<file path="src/design/hcmc_map.vh">
// Constants of the hub configuration-mode control block.
`ifndef HCMC_MAP_VH
`define HCMC_MAP_VH
`define HCMC_STATUS_CMD_OFFSET 8'hf8
`define HCMC_STATUS_CMD_RESET 8'h00
`define HCMC_BIT_CFG_ACTIVE 0
`define HCMC_BIT_SOFT_RESET 1
`define HCMC_RSVD_MASK 8'hfc
`define HCMC_SOFT_RESET_CYCLES 4'h4
`endif

</file>
<file path="src/design/hcmc_strap_sync.v">
// Two-flop synchroniser and release-time capture for the strap pins.
`timescale 1ns/1ps
`default_nettype none
module hcmc_strap_sync #(
	parameter WIDTH = 8
) (
	input wire core_clk_in,
	input wire rst_b_in,
	input wire [WIDTH-1:0] pins_in,
	output reg [WIDTH-1:0] straps_out,
	output reg valid_out
);
	reg [WIDTH-1:0] meta_q;
	reg [WIDTH-1:0] sync_q;
	reg [1:0] cnt_q;
	always @(posedge core_clk_in or negedge rst_b_in) begin
		if (!rst_b_in) begin
			meta_q <= {WIDTH{1'b0}};
			sync_q <= {WIDTH{1'b0}};
			cnt_q <= 2'h0;
			straps_out <= {WIDTH{1'b0}};
			valid_out <= 1'b0;
		end else begin
			meta_q <= pins_in;
			sync_q <= meta_q;
			// Straps are latched once, after the synchroniser has filled.
			if (cnt_q != 2'h3) begin
				cnt_q <= cnt_q + 2'h1;
			end
			if (cnt_q == 2'h2) begin
				straps_out <= sync_q;
				valid_out <= 1'b1;
			end
		end
	end
endmodule
`default_nettype wire

</file>
<file path="src/design/hcmc_top.v">
// Configuration-mode status/command register and strap decoding of the hub.
`timescale 1ns/1ps
`default_nettype none
`include "hcmc_map.vh"
// How it works
// - Reserved bits 7:2 always read zero.
// - Soft reset reloads all configuration registers.
// - Soft reset settable only in SMBus mode.
// - Soft reset leaves configuration-active set.
// - Write one sets; hardware clears; zero ignored.
// - Entering I2C or SMBus mode sets flag.
// - Leaving I2C mode clears the flag.
// - Write one clears flag; zero ignored.
// - Floating mode strap pulled high selects I2C.
// - Polarity strap high gives active-high enables.
// - Both power straps low gives per-port power.
// - Charge strap high enables port charging.
module hcmc_top #(
	parameter PORTS = 4
) (
	input wire core_clk_in,
	input wire rst_b_in,
	input wire serial_mode_select_n_in,
	input wire power_enable_polarity_in,
	input wire ganged_power_in,
	input wire full_power_management_n_in,
	input wire [PORTS-1:0] charge_enable_in,
	input wire i2c_mode_active_in,
	input wire [PORTS-1:0] port_power_request_in,
	input wire reg_wr_in,
	input wire reg_rd_in,
	input wire [7:0] reg_addr_in,
	input wire [7:0] reg_wdata_in,
	output reg [7:0] reg_rdata_out,
	output wire smbus_mode_out,
	output wire config_regs_reload_out,
	output wire upstream_connect_allow_out,
	output wire individual_power_out,
	output reg [PORTS-1:0] port_power_enable_out,
	output wire [PORTS-1:0] port_charge_enable_out
);
	localparam SW = PORTS + 4;
	// Boot waits for the straps, run serves the host, soft reset counts down.
	localparam ST_BOOT = 2'h0;
	localparam ST_RUN = 2'h1;
	localparam ST_SRST = 2'h2;
	wire [SW-1:0] straps;
	wire straps_valid;
	wire mode_strap_n;
	wire polarity_strap;
	wire ganged_strap;
	wire full_pm_strap_n;
	wire [PORTS-1:0] charge_straps;
	reg [1:0] state_q;
	reg [1:0] state_d;
	reg cfg_active_q;
	reg cfg_active_d;
	reg soft_reset_q;
	reg soft_reset_d;
	reg [3:0] srst_cnt_q;
	reg [3:0] srst_cnt_d;
	reg [7:0] rdata_d;
	reg i2c_meta_q;
	reg i2c_sync_q;
	reg i2c_prev_q;
	wire i2c_enter;
	wire i2c_exit;
	wire hit;
	wire wr_hit;
	wire rd_hit;
	wire run_state;
	wire srst_last;
	wire cfg_clear_req;
	wire srst_req;
	// Straps are sampled once after reset; later pin changes are ignored.
	hcmc_strap_sync #(
		.WIDTH(SW)
	) hcmc_strap_sync_inst (
		.core_clk_in(core_clk_in),
		.rst_b_in(rst_b_in),
		.pins_in({charge_enable_in, full_power_management_n_in, ganged_power_in,
			power_enable_polarity_in, serial_mode_select_n_in}),
		.straps_out(straps),
		.valid_out(straps_valid)
	);
	// Field split of the latched straps, lowest pin first.
	assign mode_strap_n = straps[0];
	assign polarity_strap = straps[1];
	assign ganged_strap = straps[2];
	assign full_pm_strap_n = straps[3];
	assign charge_straps = straps[SW-1:4];
	assign smbus_mode_out = straps_valid & ~mode_strap_n;
	assign individual_power_out = ~ganged_strap & ~full_pm_strap_n;
	assign port_charge_enable_out = straps_valid ? charge_straps : {PORTS{1'b0}};
	assign upstream_connect_allow_out = straps_valid & ~cfg_active_q;
	assign config_regs_reload_out = soft_reset_q;
	assign hit = (reg_addr_in == `HCMC_STATUS_CMD_OFFSET);
	assign wr_hit = reg_wr_in & hit;
	assign rd_hit = reg_rd_in & hit;
	assign run_state = (state_q == ST_RUN);
	assign srst_last = (srst_cnt_q == 4'h1);
	// Writes outside the run state are dropped: the mode is unknown or a reload is busy.
	assign cfg_clear_req = run_state & wr_hit & reg_wdata_in[`HCMC_BIT_CFG_ACTIVE];
	assign srst_req = run_state & wr_hit & reg_wdata_in[`HCMC_BIT_SOFT_RESET] & smbus_mode_out;
	// Ganged mode drives every enable from port 0's request.
	// Enables stay low until the straps settle, since the polarity is unknown before.
	genvar g;
	generate
		for (g = 0; g < PORTS; g = g + 1) begin : g_pwr
			wire req_sel;
			wire level;
			assign req_sel = individual_power_out ? port_power_request_in[g]
				: port_power_request_in[0];
			assign level = req_sel ^ ~polarity_strap;
			always @(posedge core_clk_in or negedge rst_b_in) begin
				if (!rst_b_in) begin
					port_power_enable_out[g] <= 1'b0;
				end else if (!straps_valid) begin
					port_power_enable_out[g] <= 1'b0;
				end else begin
					port_power_enable_out[g] <= level;
				end
			end
		end
	endgenerate
	always @(posedge core_clk_in or negedge rst_b_in) begin
		if (!rst_b_in) begin
			i2c_meta_q <= 1'b0;
			i2c_sync_q <= 1'b0;
			i2c_prev_q <= 1'b0;
		end else begin
			i2c_meta_q <= i2c_mode_active_in;
			i2c_sync_q <= i2c_meta_q;
			i2c_prev_q <= i2c_sync_q;
		end
	end
	// Edges count only in I2C mode; the SMBus host owns the flag there.
	assign i2c_enter = ~smbus_mode_out & i2c_sync_q & ~i2c_prev_q;
	assign i2c_exit = ~smbus_mode_out & ~i2c_sync_q & i2c_prev_q;
	// Flag next value; any set wins over a concurrent clear.
	always @* begin
		cfg_active_d = cfg_active_q;
		if (state_q == ST_BOOT) begin
			if (straps_valid & (~mode_strap_n | i2c_sync_q)) begin
				cfg_active_d = 1'b1;
			end
		end else if ((state_q == ST_SRST) | srst_req) begin
			cfg_active_d = 1'b1;
		end else if (i2c_enter) begin
			cfg_active_d = 1'b1;
		end else if (i2c_exit) begin
			cfg_active_d = 1'b0;
		end else if (cfg_clear_req) begin
			cfg_active_d = 1'b0;
		end
	end
	// The reload pulse has a fixed length; other register files must finish within it.
	always @* begin
		state_d = state_q;
		soft_reset_d = soft_reset_q;
		srst_cnt_d = srst_cnt_q;
		case (state_q)
			ST_BOOT: begin
				if (straps_valid) begin
					state_d = ST_RUN;
				end
			end
			ST_RUN: begin
				if (srst_req) begin
					soft_reset_d = 1'b1;
					srst_cnt_d = `HCMC_SOFT_RESET_CYCLES;
					state_d = ST_SRST;
				end
			end
			ST_SRST: begin
				if (srst_last) begin
					soft_reset_d = 1'b0;
					state_d = ST_RUN;
				end
				srst_cnt_d = srst_cnt_q - 4'h1;
			end
			default: begin
				state_d = ST_BOOT;
			end
		endcase
	end
	always @(posedge core_clk_in or negedge rst_b_in) begin
		if (!rst_b_in) begin
			state_q <= ST_BOOT;
			cfg_active_q <= 1'b0;
			soft_reset_q <= 1'b0;
			srst_cnt_q <= 4'h0;
		end else begin
			state_q <= state_d;
			cfg_active_q <= cfg_active_d;
			soft_reset_q <= soft_reset_d;
			srst_cnt_q <= srst_cnt_d;
		end
	end
	// Reserved bits are never stored, so writes to them vanish.
	always @* begin
		rdata_d = 8'h00;
		if (rd_hit) begin
			rdata_d[`HCMC_BIT_CFG_ACTIVE] = cfg_active_q;
			rdata_d[`HCMC_BIT_SOFT_RESET] = soft_reset_q;
		end
	end
	// Read data stands for one cycle per read cycle and is zero otherwise.
	always @(posedge core_clk_in or negedge rst_b_in) begin
		if (!rst_b_in) begin
			reg_rdata_out <= `HCMC_STATUS_CMD_RESET;
		end else begin
			reg_rdata_out <= rdata_d;
		end
	end
endmodule
`default_nettype wire

</file>
<file path="config.mk">
export PLATFORM = sky130hd
export DESIGN_NAME = hcmc_top
export DESIGN_NICKNAME = d
export VERILOG_FILES = /design/src/design/hcmc_strap_sync.v /design/src/design/hcmc_top.v
export VERILOG_INCLUDE_DIRS = /design/src /design/src/design
export SDC_FILE = /design/constraint.sdc
export NUM_CORES = 1
export LEC_CHECK = 0
export BUFFER_PORTS_ARGS = -buffer_cell sky130_fd_sc_hd__buf_4
export CAP_MARGIN = 20
export CORE_ASPECT_RATIO = 1.4
export CORE_MARGIN = 2
export CORE_UTILIZATION = 54
export DETAILED_ROUTE_END_ITERATION = 10
export PLACE_DENSITY_LB_ADDON = 0.15
export SKIP_LAST_GASP = 1
export SLEW_MARGIN = 10
export SYNTH_ARGS = -nofsm -noshare
export SYNTH_HDL_FRONTEND = slang
export SYNTH_SLANG_ARGS = --single-unit
</file>
<file path="constraint.sdc">
create_clock -name core_clk_in -period 3.96 [get_ports core_clk_in]
set_input_delay 0.396 -clock core_clk_in [delete_from_list [all_inputs] [get_ports core_clk_in]]
set_output_delay 0.396 -clock core_clk_in [all_outputs]
set_load 0.005 [all_outputs]
</file>
==> results.yml, run 1 <==
critical_path:
  r2r_cells: 4
  r2r-start: "hcmc_strap_sync_inst.valid_out"
  critPathArrivalTime_ns: 1.25
  worstSetupStartpointType: "flop"
  crit_chain: "nor2b_1 -> buf_4"
  cpLargestDelayFamily: "flip-flops"
  crit_cells: 2
  critical_path.max_fanout: 14
  reg2reg_slack_ns: 2.47
  r2r-end: "cfg_active_q"
  critPathKind: "reg2out"
  cp.required_ns: 3.56
  path_buf_inv: 1
  slowest_delay_ns: 0.56
  critPathCaptureType: "output port"
  critPathLaunch: "hcmc_strap_sync_inst.valid_out"
  slowest_stage: "dfrtp_1"
  endpoint: "smbus_mode_out"
timing:
  slew_headroom: 0.654
  setup_viol: 0
  fin_crit_ns: 1.65
  fmax_mhz: 606
  fin_ws_ns: 2.31
  grt_setup_unrepaired: "no"
  hold-worst-slack_ns: 0.0798
  fin_setup_tns_ns: 0
  hold_viol_final: 0
  final.setup_skew_ns: 0.00418
  worstMarginPinSlew_ns: 0.520
  finalCritPeriodShare: 0.417
  slew_violations: 0
clock_network:
  tritoncts: "done"
  htree_levels: 2
  clkTransAtPathRegs_ns: 0.08
  clock-root-buffer: "clkbuf_8"
  clock_sinks: 44
  cts_made_buffers: 5
  insertion_delay_ns: 0.29
  postCtsSetupBuffers: 0
  holdBufCountCts: 0
  cts-resized-gates: 0
  cts_buffer_depth: 2
global_route:
  grt_remaining_overflow: 0
  first_global_vias: 1092
  grt_start_max_net_pins: 45
  grt_usage: 0.178
  grt_antenna_before_repair: 0
  grt_first_pass_wirelength_um: 4640
floorplanning:
  initial_core_util: 0.561
  core_area_um2: 3090
  die_area_um2: 3690
  die_x_um: 51.9
  row_count: 24
  io_pins: 53
  die_h_um: 71.1
drt:
  vias: 1058
  drc: 0
  dr.pass1.iters: 4
  routed_wl_um: 2840
  antenna_left: 0
  wl_per_cell_um: 13.3
  via_per_inst: 4.94
  drt_iter0_markers: 15
worst_hold_path:
  hp-class: "in2async"
pwr:
  total_power_uw: 883
  p_leak_uw: 0.00104
  peakVddDrop_mv: 0.357
  power_density_nw_per_um2: 410
logic_synthesis:
  syn_area_um2: 1740
  yosysSeqAreaShare: 0.634
  yosys.area.top_type: "dfrtp_1"
  synth_warnings: 0
  synth.avg_cell_area_um2: 13.3
  yosysTopAreaCellShare: 0.634
  synth_area_leaders: "dfrtp_1 (63%), mux2_2 (5.2%), and2_1 (3.2%)"
  syn_inst: 131
  synth_cell_type_count: 33
  ys_ff_latch: 44
place:
  io_buffer_count: 40
  dpl.hpwl_um: 2150
  gp_congestion: 0.729
  place_ws_ns: 2.46
final_layout:
  fillers: 225
  drive_gt1_frac: 0.349
  final_common_cell: "dfrtp_1"
  num-nets-final: 211
  syn_to_final_growth_pct: 24.1
  n_antenna_cell: 0
  layout_common_cells: "dfrtp_1 (44), buf_4 (40), and2_1 (9), mux2_2 (8), inv_1 (7)"
flow_run:
  maxCapViolCount: 0
outcome:
  status: "completed"
## metal layers
metal | routed length (µm) | global-route usage | up-vias
met5 | 0 | 0 | -
met3 | 129 | 0.0633 | 4
met1 | 1010 | 0.183 | 522
met4 | 36 | 0.0702 | 0
li1 | - | - | 508
met2 | 1670 | 0.316 | 24
## area by class of cell
cell class              instances  area, µm²  area share
clock buffers                   6       72.6      0.0337
multi-input cells              76        572       0.265
inverters                       7       26.3      0.0122
clock inverters                 2       35.0      0.0163
flip-flops and latches         44       1100       0.511
well taps                      39       48.8      0.0226
repair buffers                 40        300       0.139
## how the worst min path moves through the flow
stage,start,to,slack [ns],cells past startpoint
detailed placement,hcmc_strap_sync_inst.meta_q[7],hcmc_strap_sync_inst.sync_q[7],0.33,0
floorplan,rst_b_in,cfg_active_q,0.10,0
finish,rst_b_in,port_power_enable_out[0],0.08,1
CTS,rst_b_in,config_regs_reload_out,0.10,1
global route,rst_b_in,hcmc_strap_sync_inst.cnt_q[0],0.12,1
global placement,hcmc_strap_sync_inst.meta_q[7],hcmc_strap_sync_inst.sync_q[7],0.33,0
## power by group
part	internal [µW]	switching [µW]	leakage, µW
logic	44.9	31.1	0.000489
registers	471	10.0	0.000494
clock network	187	139	0.0000552
## registers in the layout, summed over array words and instances, names as in the netlist, 2 cells and up
name                             count
hcmc_strap_sync_inst.cnt_q           2
hcmc_strap_sync_inst.meta_q          8
hcmc_strap_sync_inst.sync_q          8
srst_cnt_q                           4
state_q                              2
reg_rdata_out                        2
port_power_enable_out                4
hcmc_strap_sync_inst.straps_out      8
## cells in the mapped netlist, drive strengths merged
library cell   n
dfrtp         44
and2           9
mux2           8
inv            7
o21ai          7
buf            6
nor2           5
a21oi          4
ha             4
nand2          4
nand3          4
clkbuf         3
xnor2          3
xor2           3
and3b          2
nand2b         2
nand4          2
nor2b          2
a211oi         1
and4           1
conb           1
mux2i          1
nand3b         1
nor4b          1
o21a           1
o22ai          1
o311a          1
or2            1
or3b           1
or4            1
## kinds of logic (layout without fill, tap and decap cells)
kind of cell,after synthesis,count (layout),share of synthesized area
mux,9,9,0.0576
other cells,1,6,0.00216
buf+inv,16,55,0.0476
xor+xnor,6,6,0.0303
fa+ha+maj,4,4,0.0288
simple gates,36,36,0.146
flops,44,44,0.634
compound gates,15,15,0.0533
## stage by stage
step / cell area [µm²] / instances / util
finish: 2160 / 214 / 0.697
global route: 2160 / 214 / 0.697
CTS: 2160 / 214 / 0.697
detailed placement: 2050 / 206 / 0.662
global placement: 2050 / 206 / 0.662
floorplan: 1760 / 136 / -
Power figures use the tool's default switching activity.
==> run 2, diff against run 1 <==
--- a/config.mk
+++ b/config.mk
@@ -10,7 +10,7 @@
 export CAP_MARGIN = 20
 export CORE_ASPECT_RATIO = 1.4
 export CORE_MARGIN = 2
-export CORE_UTILIZATION = 54
+export CORE_UTILIZATION = 50
 export DETAILED_ROUTE_END_ITERATION = 10
 export PLACE_DENSITY_LB_ADDON = 0.15
 export SKIP_LAST_GASP = 1
==> constraint.sdc (replaced) <==
create_clock -name core_clk_in -period 1.6 [get_ports core_clk_in]
set_input_delay 0.16 -clock core_clk_in [delete_from_list [all_inputs] [get_ports core_clk_in]]
set_output_delay 0.16 -clock core_clk_in [all_outputs]
set_load 0.005 [all_outputs]
==> run 2 against run 1 <==
  * Routed wire length down 0.95%
  * Combinational power increased to 2.7 times the previous value
  * Count of clock-buffer cells in the layout stayed put
  * Final cell count up 5.6%
  * Register-to-register slack got worse by 2.2 ns
  * Sequential power up 150%
  * Sequential share of layout area is 2.7 points lower
  * Largest power group unchanged
  * Non-clock buffer count up 11
  * Hold slack gained 0.055 ns
  * Critical endpoint is now hcmc_strap_sync_inst.straps_out[1]
  * Cell area increased by 5.7%
  * Clock power rose to 2.7 times the previous value
  * Worst setup slack got worse by 2.1 ns
==> results.yml, run 2 (synthesized netlist as in run 1, its figures left out) <==
outcome:
  status: "completed"
global_route:
  grt_start_max_net_pins: 45
  grt_usage: 0.171
  first_global_vias: 1104
  grt_remaining_overflow: 0
  grt_first_pass_wirelength_um: 4680
  grt_antenna_before_repair: 0
timing:
  setup_viol: 0
  grt_setup_unrepaired: "no"
  fin_setup_tns_ns: 0
  worstMarginPinSlew_ns: 0.517
  fmax_mhz: 731
  hold_viol_final: 0
  final.setup_skew_ns: 0.00529
  slew_violations: 0
  fin_crit_ns: 1.37
  finalCritPeriodShare: 0.855
  hold-worst-slack_ns: 0.135
  slew_headroom: 0.655
drt:
  drc: 0
  dr.pass1.iters: 4
  antenna_left: 0
  vias: 1109
  routed_wl_um: 2810
  drt_iter0_markers: 6
  wl_per_cell_um: 12.4
  via_per_inst: 4.91
final_layout:
  n_antenna_cell: 0
  fillers: 256
  final_common_cell: "dfrtp_1"
  syn_to_final_growth_pct: 31.2
  drive_gt1_frac: 0.339
  num-nets-final: 222
  layout_common_cells: "dfrtp_1 (44), buf_4 (41), dlygate4sd3_1 (10), and2_1 (9), mux2_2 (8)"
  largestRegisters: "hcmc_strap_sync_inst.meta_q x8, hcmc_strap_sync_inst.straps_out x8, hcmc_strap_sync_inst.sync_q x8"
critical_path:
  r2r_cells: 3
  critPathKind: "reg2reg"
  reg2reg_slack_ns: 0.23
  r2r-start: "hcmc_strap_sync_inst.cnt_q[0]"
  slowest_stage: "dfrtp_1"
  cp.required_ns: 1.79
  crit_chain: "inv_1 -> ha_1 -> mux2_2"
  r2r-end: "hcmc_strap_sync_inst.straps_out[1]"
  slowest_delay_ns: 0.42
  cpLargestDelayFamily: "flip-flops"
  critPathCaptureType: "flop"
  path_buf_inv: 1
  critPathArrivalTime_ns: 1.55
  worstSetupStartpointType: "flop"
  critical_path.max_fanout: 9
flow_run:
  maxCapViolCount: 0
floorplanning:
  io_pins: 53
  die_h_um: 73.7
  die_x_um: 53.8
  row_count: 25
  core_area_um2: 3350
  initial_core_util: 0.519
  die_area_um2: 3970
clock_network:
  clock_sinks: 44
  holdBufCountCts: 10
  cts_made_buffers: 5
  clkTransAtPathRegs_ns: 0.08
  tritoncts: "done"
  cts-resized-gates: 0
  postCtsSetupBuffers: 0
  cts_buffer_depth: 2
  insertion_delay_ns: 0.29
  clock-root-buffer: "clkbuf_8"
  htree_levels: 2
worst_hold_path:
  hold_start: "reg_rd_in"
  hp-class: "in2reg"
  min_to: "reg_rdata_out[1]"
  worstHoldPathCells: 3
pwr:
  p_leak_uw: 0.00109
  peakVddDrop_mv: 0.815
  power_density_nw_per_um2: 996
place:
  gp_congestion: 0.693
  io_buffer_count: 40
  dpl.hpwl_um: 2110
==> run 2: how the worst max path moves through the flow <==
stage | from | end | slack [ns] | cells after the start
finish | hcmc_strap_sync_inst.cnt_q[0] | hcmc_strap_sync_inst.straps_out[1] | 0.23 | 3
global placement | hcmc_strap_sync_inst.cnt_q[0] | hcmc_strap_sync_inst.straps_out[0] | 0.27 | 3
floorplan | hcmc_strap_sync_inst.cnt_q[0] | hcmc_strap_sync_inst.straps_out[0] | 0.26 | 4
detailed placement | hcmc_strap_sync_inst.cnt_q[0] | hcmc_strap_sync_inst.straps_out[1] | 0.20 | 3
CTS | hcmc_strap_sync_inst.cnt_q[0] | hcmc_strap_sync_inst.straps_out[1] | 0.19 | 3
global route | hcmc_strap_sync_inst.cnt_q[0] | hcmc_strap_sync_inst.straps_out[5] | 0.12 | 3
==> run 2: per-stage QoR <==
| step | total power (µW) | area [µm²] | utilization | instances | worst slack (ns) |
|---|---|---|---|---|---|
| final | 2270 | 2280 | 0.681 | 226 | 0.232 |
| after global routing | 2370 | 2280 | 0.681 | 226 | 0.119 |
| after CTS | 2300 | 2280 | 0.681 | 226 | 0.187 |
| after detailed placement | 1400 | 2060 | 0.615 | 208 | 0.203 |
| after global placement | 1390 | 2060 | 0.615 | 208 | 0.273 |
| after floorplan | 1290 | 1760 | - | 136 | 0.263 |
==> run 2: cell type report <==
cell class,instances,area (µm²),share of cell area
Timing Repair Buffer,51,408,0.179
Inverter,7,26.3,0.0115
Clock inverter,2,38.8,0.0170
Clock buffer,6,82.6,0.0362
Sequential cell,44,1100,0.483
Multi-Input combinational cell,76,572,0.251
Tap cell,40,50.0,0.0220
==> run 2: per-layer routing <==
layer | share of wire | track usage | wire length [µm] | up-vias
li1 | - | - | - | 529
met4 | 0.0096 | 0.0855 | 27 | 0
met5 | 0 | 0 | 0 | -
met1 | 0.36 | 0.174 | 1010 | 549
met2 | 0.58 | 0.297 | 1640 | 27
met3 | 0.047 | 0.0630 | 132 | 4
==> run 2: where the power goes <==
| part | internal [µW] | leakage [µW] | total [µW] | switching, µW |
|---|---|---|---|---|
| Clock | 510 | 0.0000614 | 875 | 365 |
| Sequential | 1170 | 0.000494 | 1190 | 23.9 |
| Combinational | 127 | 0.000535 | 206 | 79.1 |
| Total | 1800 | 0.00109 | 2270 | 468 |
==> run 2: worst reg2reg max path, cell delays in order (launching register included) <==
cell and delay [ns]:
dfrtp_1 0.42, inv_1 0.07, ha_1 0.39, mux2_2 0.38
==> run 3, diff against run 2 <==
--- a/config.mk
+++ b/config.mk
@@ -8,11 +8,11 @@
 export LEC_CHECK = 0
 export BUFFER_PORTS_ARGS = -buffer_cell sky130_fd_sc_hd__buf_4
 export CAP_MARGIN = 20
-export CORE_ASPECT_RATIO = 1.4
 export CORE_MARGIN = 2
 export CORE_UTILIZATION = 50
 export DETAILED_ROUTE_END_ITERATION = 10
 export PLACE_DENSITY_LB_ADDON = 0.15
+export SETUP_SLACK_MARGIN = 0.4
 export SKIP_LAST_GASP = 1
 export SLEW_MARGIN = 10
 export SYNTH_ARGS = -nofsm -noshare
==> run 3 against run 2 <==
  * Critical endpoint is now cfg_active_q
  * Via count grew 5.1%
  * Highest routed layer unchanged
  * Core utilization up 5.8 points
  * Non-clock buffer count rose by 14
==> results.yml, run 3 (synthesized netlist as in run 1, its figures left out) <==
timing:
  slew_headroom: 0.645
  setup_viol: 0
  slew_violations: 0
  fin_crit_ns: 1.38
  finalCritPeriodShare: 0.861
  fmax_mhz: 726
  hold_viol_final: 0
  fin_setup_tns_ns: 0
  worstMarginPinSlew_ns: 0.533
  grt_setup_unrepaired: "yes"
  final.setup_skew_ns: 0.00902
pwr:
  p_seq_frac: 0.575
  p_leak_uw: 0.00118
  power_density_nw_per_um2: 842
  power_frac_comb: 0.110
  power.internal_uw: 1640
  switchingPower_uw: 438
  switching_share: 0.211
  power_frac_clock: 0.316
  peakVddDrop_mv: 0.655
global_route:
  first_global_vias: 1171
  grt_start_max_net_pins: 45
  grt_remaining_overflow: 0
  grt_antenna_before_repair: 0
  grt_usage: 0.169
  grt_first_pass_wirelength_um: 5080
critical_path:
  critPathCaptureType: "flop"
  critPathArrivalTime_ns: 1.60
  crit_chain: "buf_6 -> nor2b_4 -> or3b_1 -> a21oi_2 -> o22ai_2"
  slowest_delay_ns: 0.43
  critical_path.max_fanout: 3
  cp.required_ns: 1.83
  critPathKind: "reg2reg"
  worstSetupStartpointType: "flop"
  slowest_stage: "dfrtp_1"
drt:
  dr.pass1.iters: 4
  drt_iter0_markers: 40
  via_per_inst: 4.74
  antenna_left: 0
  wl_per_cell_um: 12.3
  drc: 0
  routed_wl_um: 3040
  vias: 1166
final_layout:
  fillers: 224
  layout_common_cells: "dfrtp_1 (44), buf_4 (43), buf_6 (11), dlygate4sd3_1 (10), mux2_2 (8)"
  num-nets-final: 236
  final_common_cell: "dfrtp_1"
  drive_gt1_frac: 0.455
  multi_input_area_um2: 636
  final_area_um2: 2460
  largestRegisters: "hcmc_strap_sync_inst.meta_q x8, hcmc_strap_sync_inst.straps_out x8, hcmc_strap_sync_inst.sync_q x8"
  seqCellArea_um2: 1100
  n_antenna_cell: 0
  syn_to_final_growth_pct: 41.9
floorplanning:
  die_x_um: 62.9
  die_h_um: 62.9
  core_area_um2: 3340
  row_count: 21
  io_pins: 53
  initial_core_util: 0.520
  die_area_um2: 3960
clock_network:
  clock_sinks: 44
  tritoncts: "done"
  cts_made_buffers: 5
  cts_buffer_depth: 2
  clock-root-buffer: "clkbuf_4"
  htree_levels: 2
  clkTransAtPathRegs_ns: 0.12
  insertion_delay_ns: 0.34
place:
  placedInstanceArea_um2: 2080
  dpl.hpwl_um: 1960
  io_buffer_count: 40
  gp_congestion: 0.735
flow_run:
  maxCapViolCount: 0
outcome:
  status: "completed"
worst_hold_path:
  hp-class: "in2reg"
## run 3: critical path: cells and delay by family, from the launching register on
kind                   cells  cell delay (ns)
and+or+nand+nor            2             0.48
buffers and inverters      1             0.13
AOI/OAI and AO/OA          2             0.23
DFF                        1             0.43
## run 3: area by class of cell
type	instances	area share
multi-input cells	76	0.258
clock buffers	6	0.0168
clock inverters	2	0.0142
well taps	46	0.0234
flip-flops and latches	44	0.447
inverters	7	0.0107
repair buffers	65	0.230
## run 3: worst paths after layout
kind | from | endpoint | slack, ns | depth (start not counted)
min in group asynchronous | rst_b_in | port_power_enable_out[3] | 0.34 | 2
worst max register to register | hcmc_strap_sync_inst.valid_out | cfg_active_q | 0.22 | 5
worst max-delay path | hcmc_strap_sync_inst.valid_out | cfg_active_q | 0.22 | 5
max in group asynchronous | rst_b_in | srst_cnt_q[0] | 0.88 | 2
worst min register to register | hcmc_strap_sync_inst.meta_q[6] | hcmc_strap_sync_inst.sync_q[6] | 0.36 | 0
worst min-delay path | reg_rd_in | reg_rdata_out[1] | 0.08 | 3
## run 3: power by group through the flow
stage	logic, µW	clock network [µW]	registers [µW]
after floorplan	85.6	0	1210
after global placement	186	0	1210
after detailed placement	191	0	1210
after CTS	222	677	1190
after global routing	251	732	1200
final	228	655	1190
## run 3: repair_timing
action / CTS / global route
cloned: 0 / 0
buffers inserted: 7 / 7
hold endpoints to repair: 53 / 0
gates resized for setup: 13 / 14
setup endpoints to repair: 21 / 26
hold buffers: 10 / 0
pin swaps: 1 / 4
## run 3: routing by layer
metal	vias to the layer above	part of all wire	track usage
li1	558	-	-
met1	563	0.39	0.189
met2	40	0.52	0.289
met3	5	0.072	0.0649
met4	0	0.017	0.0667
met5	-	0	0
## run 3: per-stage QoR
step	cells	util	total power, µW	setup WS (ns)	hold slack (ns)
2_1_floorplan	136	-	1290	0.363	-0.136
3_3_place_gp	214	0.624	1400	0.253	0.171
3_5_place_dp	214	0.624	1400	0.222	0.177
4_1_cts	239	0.707	2090	0.228	0.0666
5_1_grt	246	0.738	2180	0.125	0.0899
6_report	246	0.738	2070	0.222	0.0770
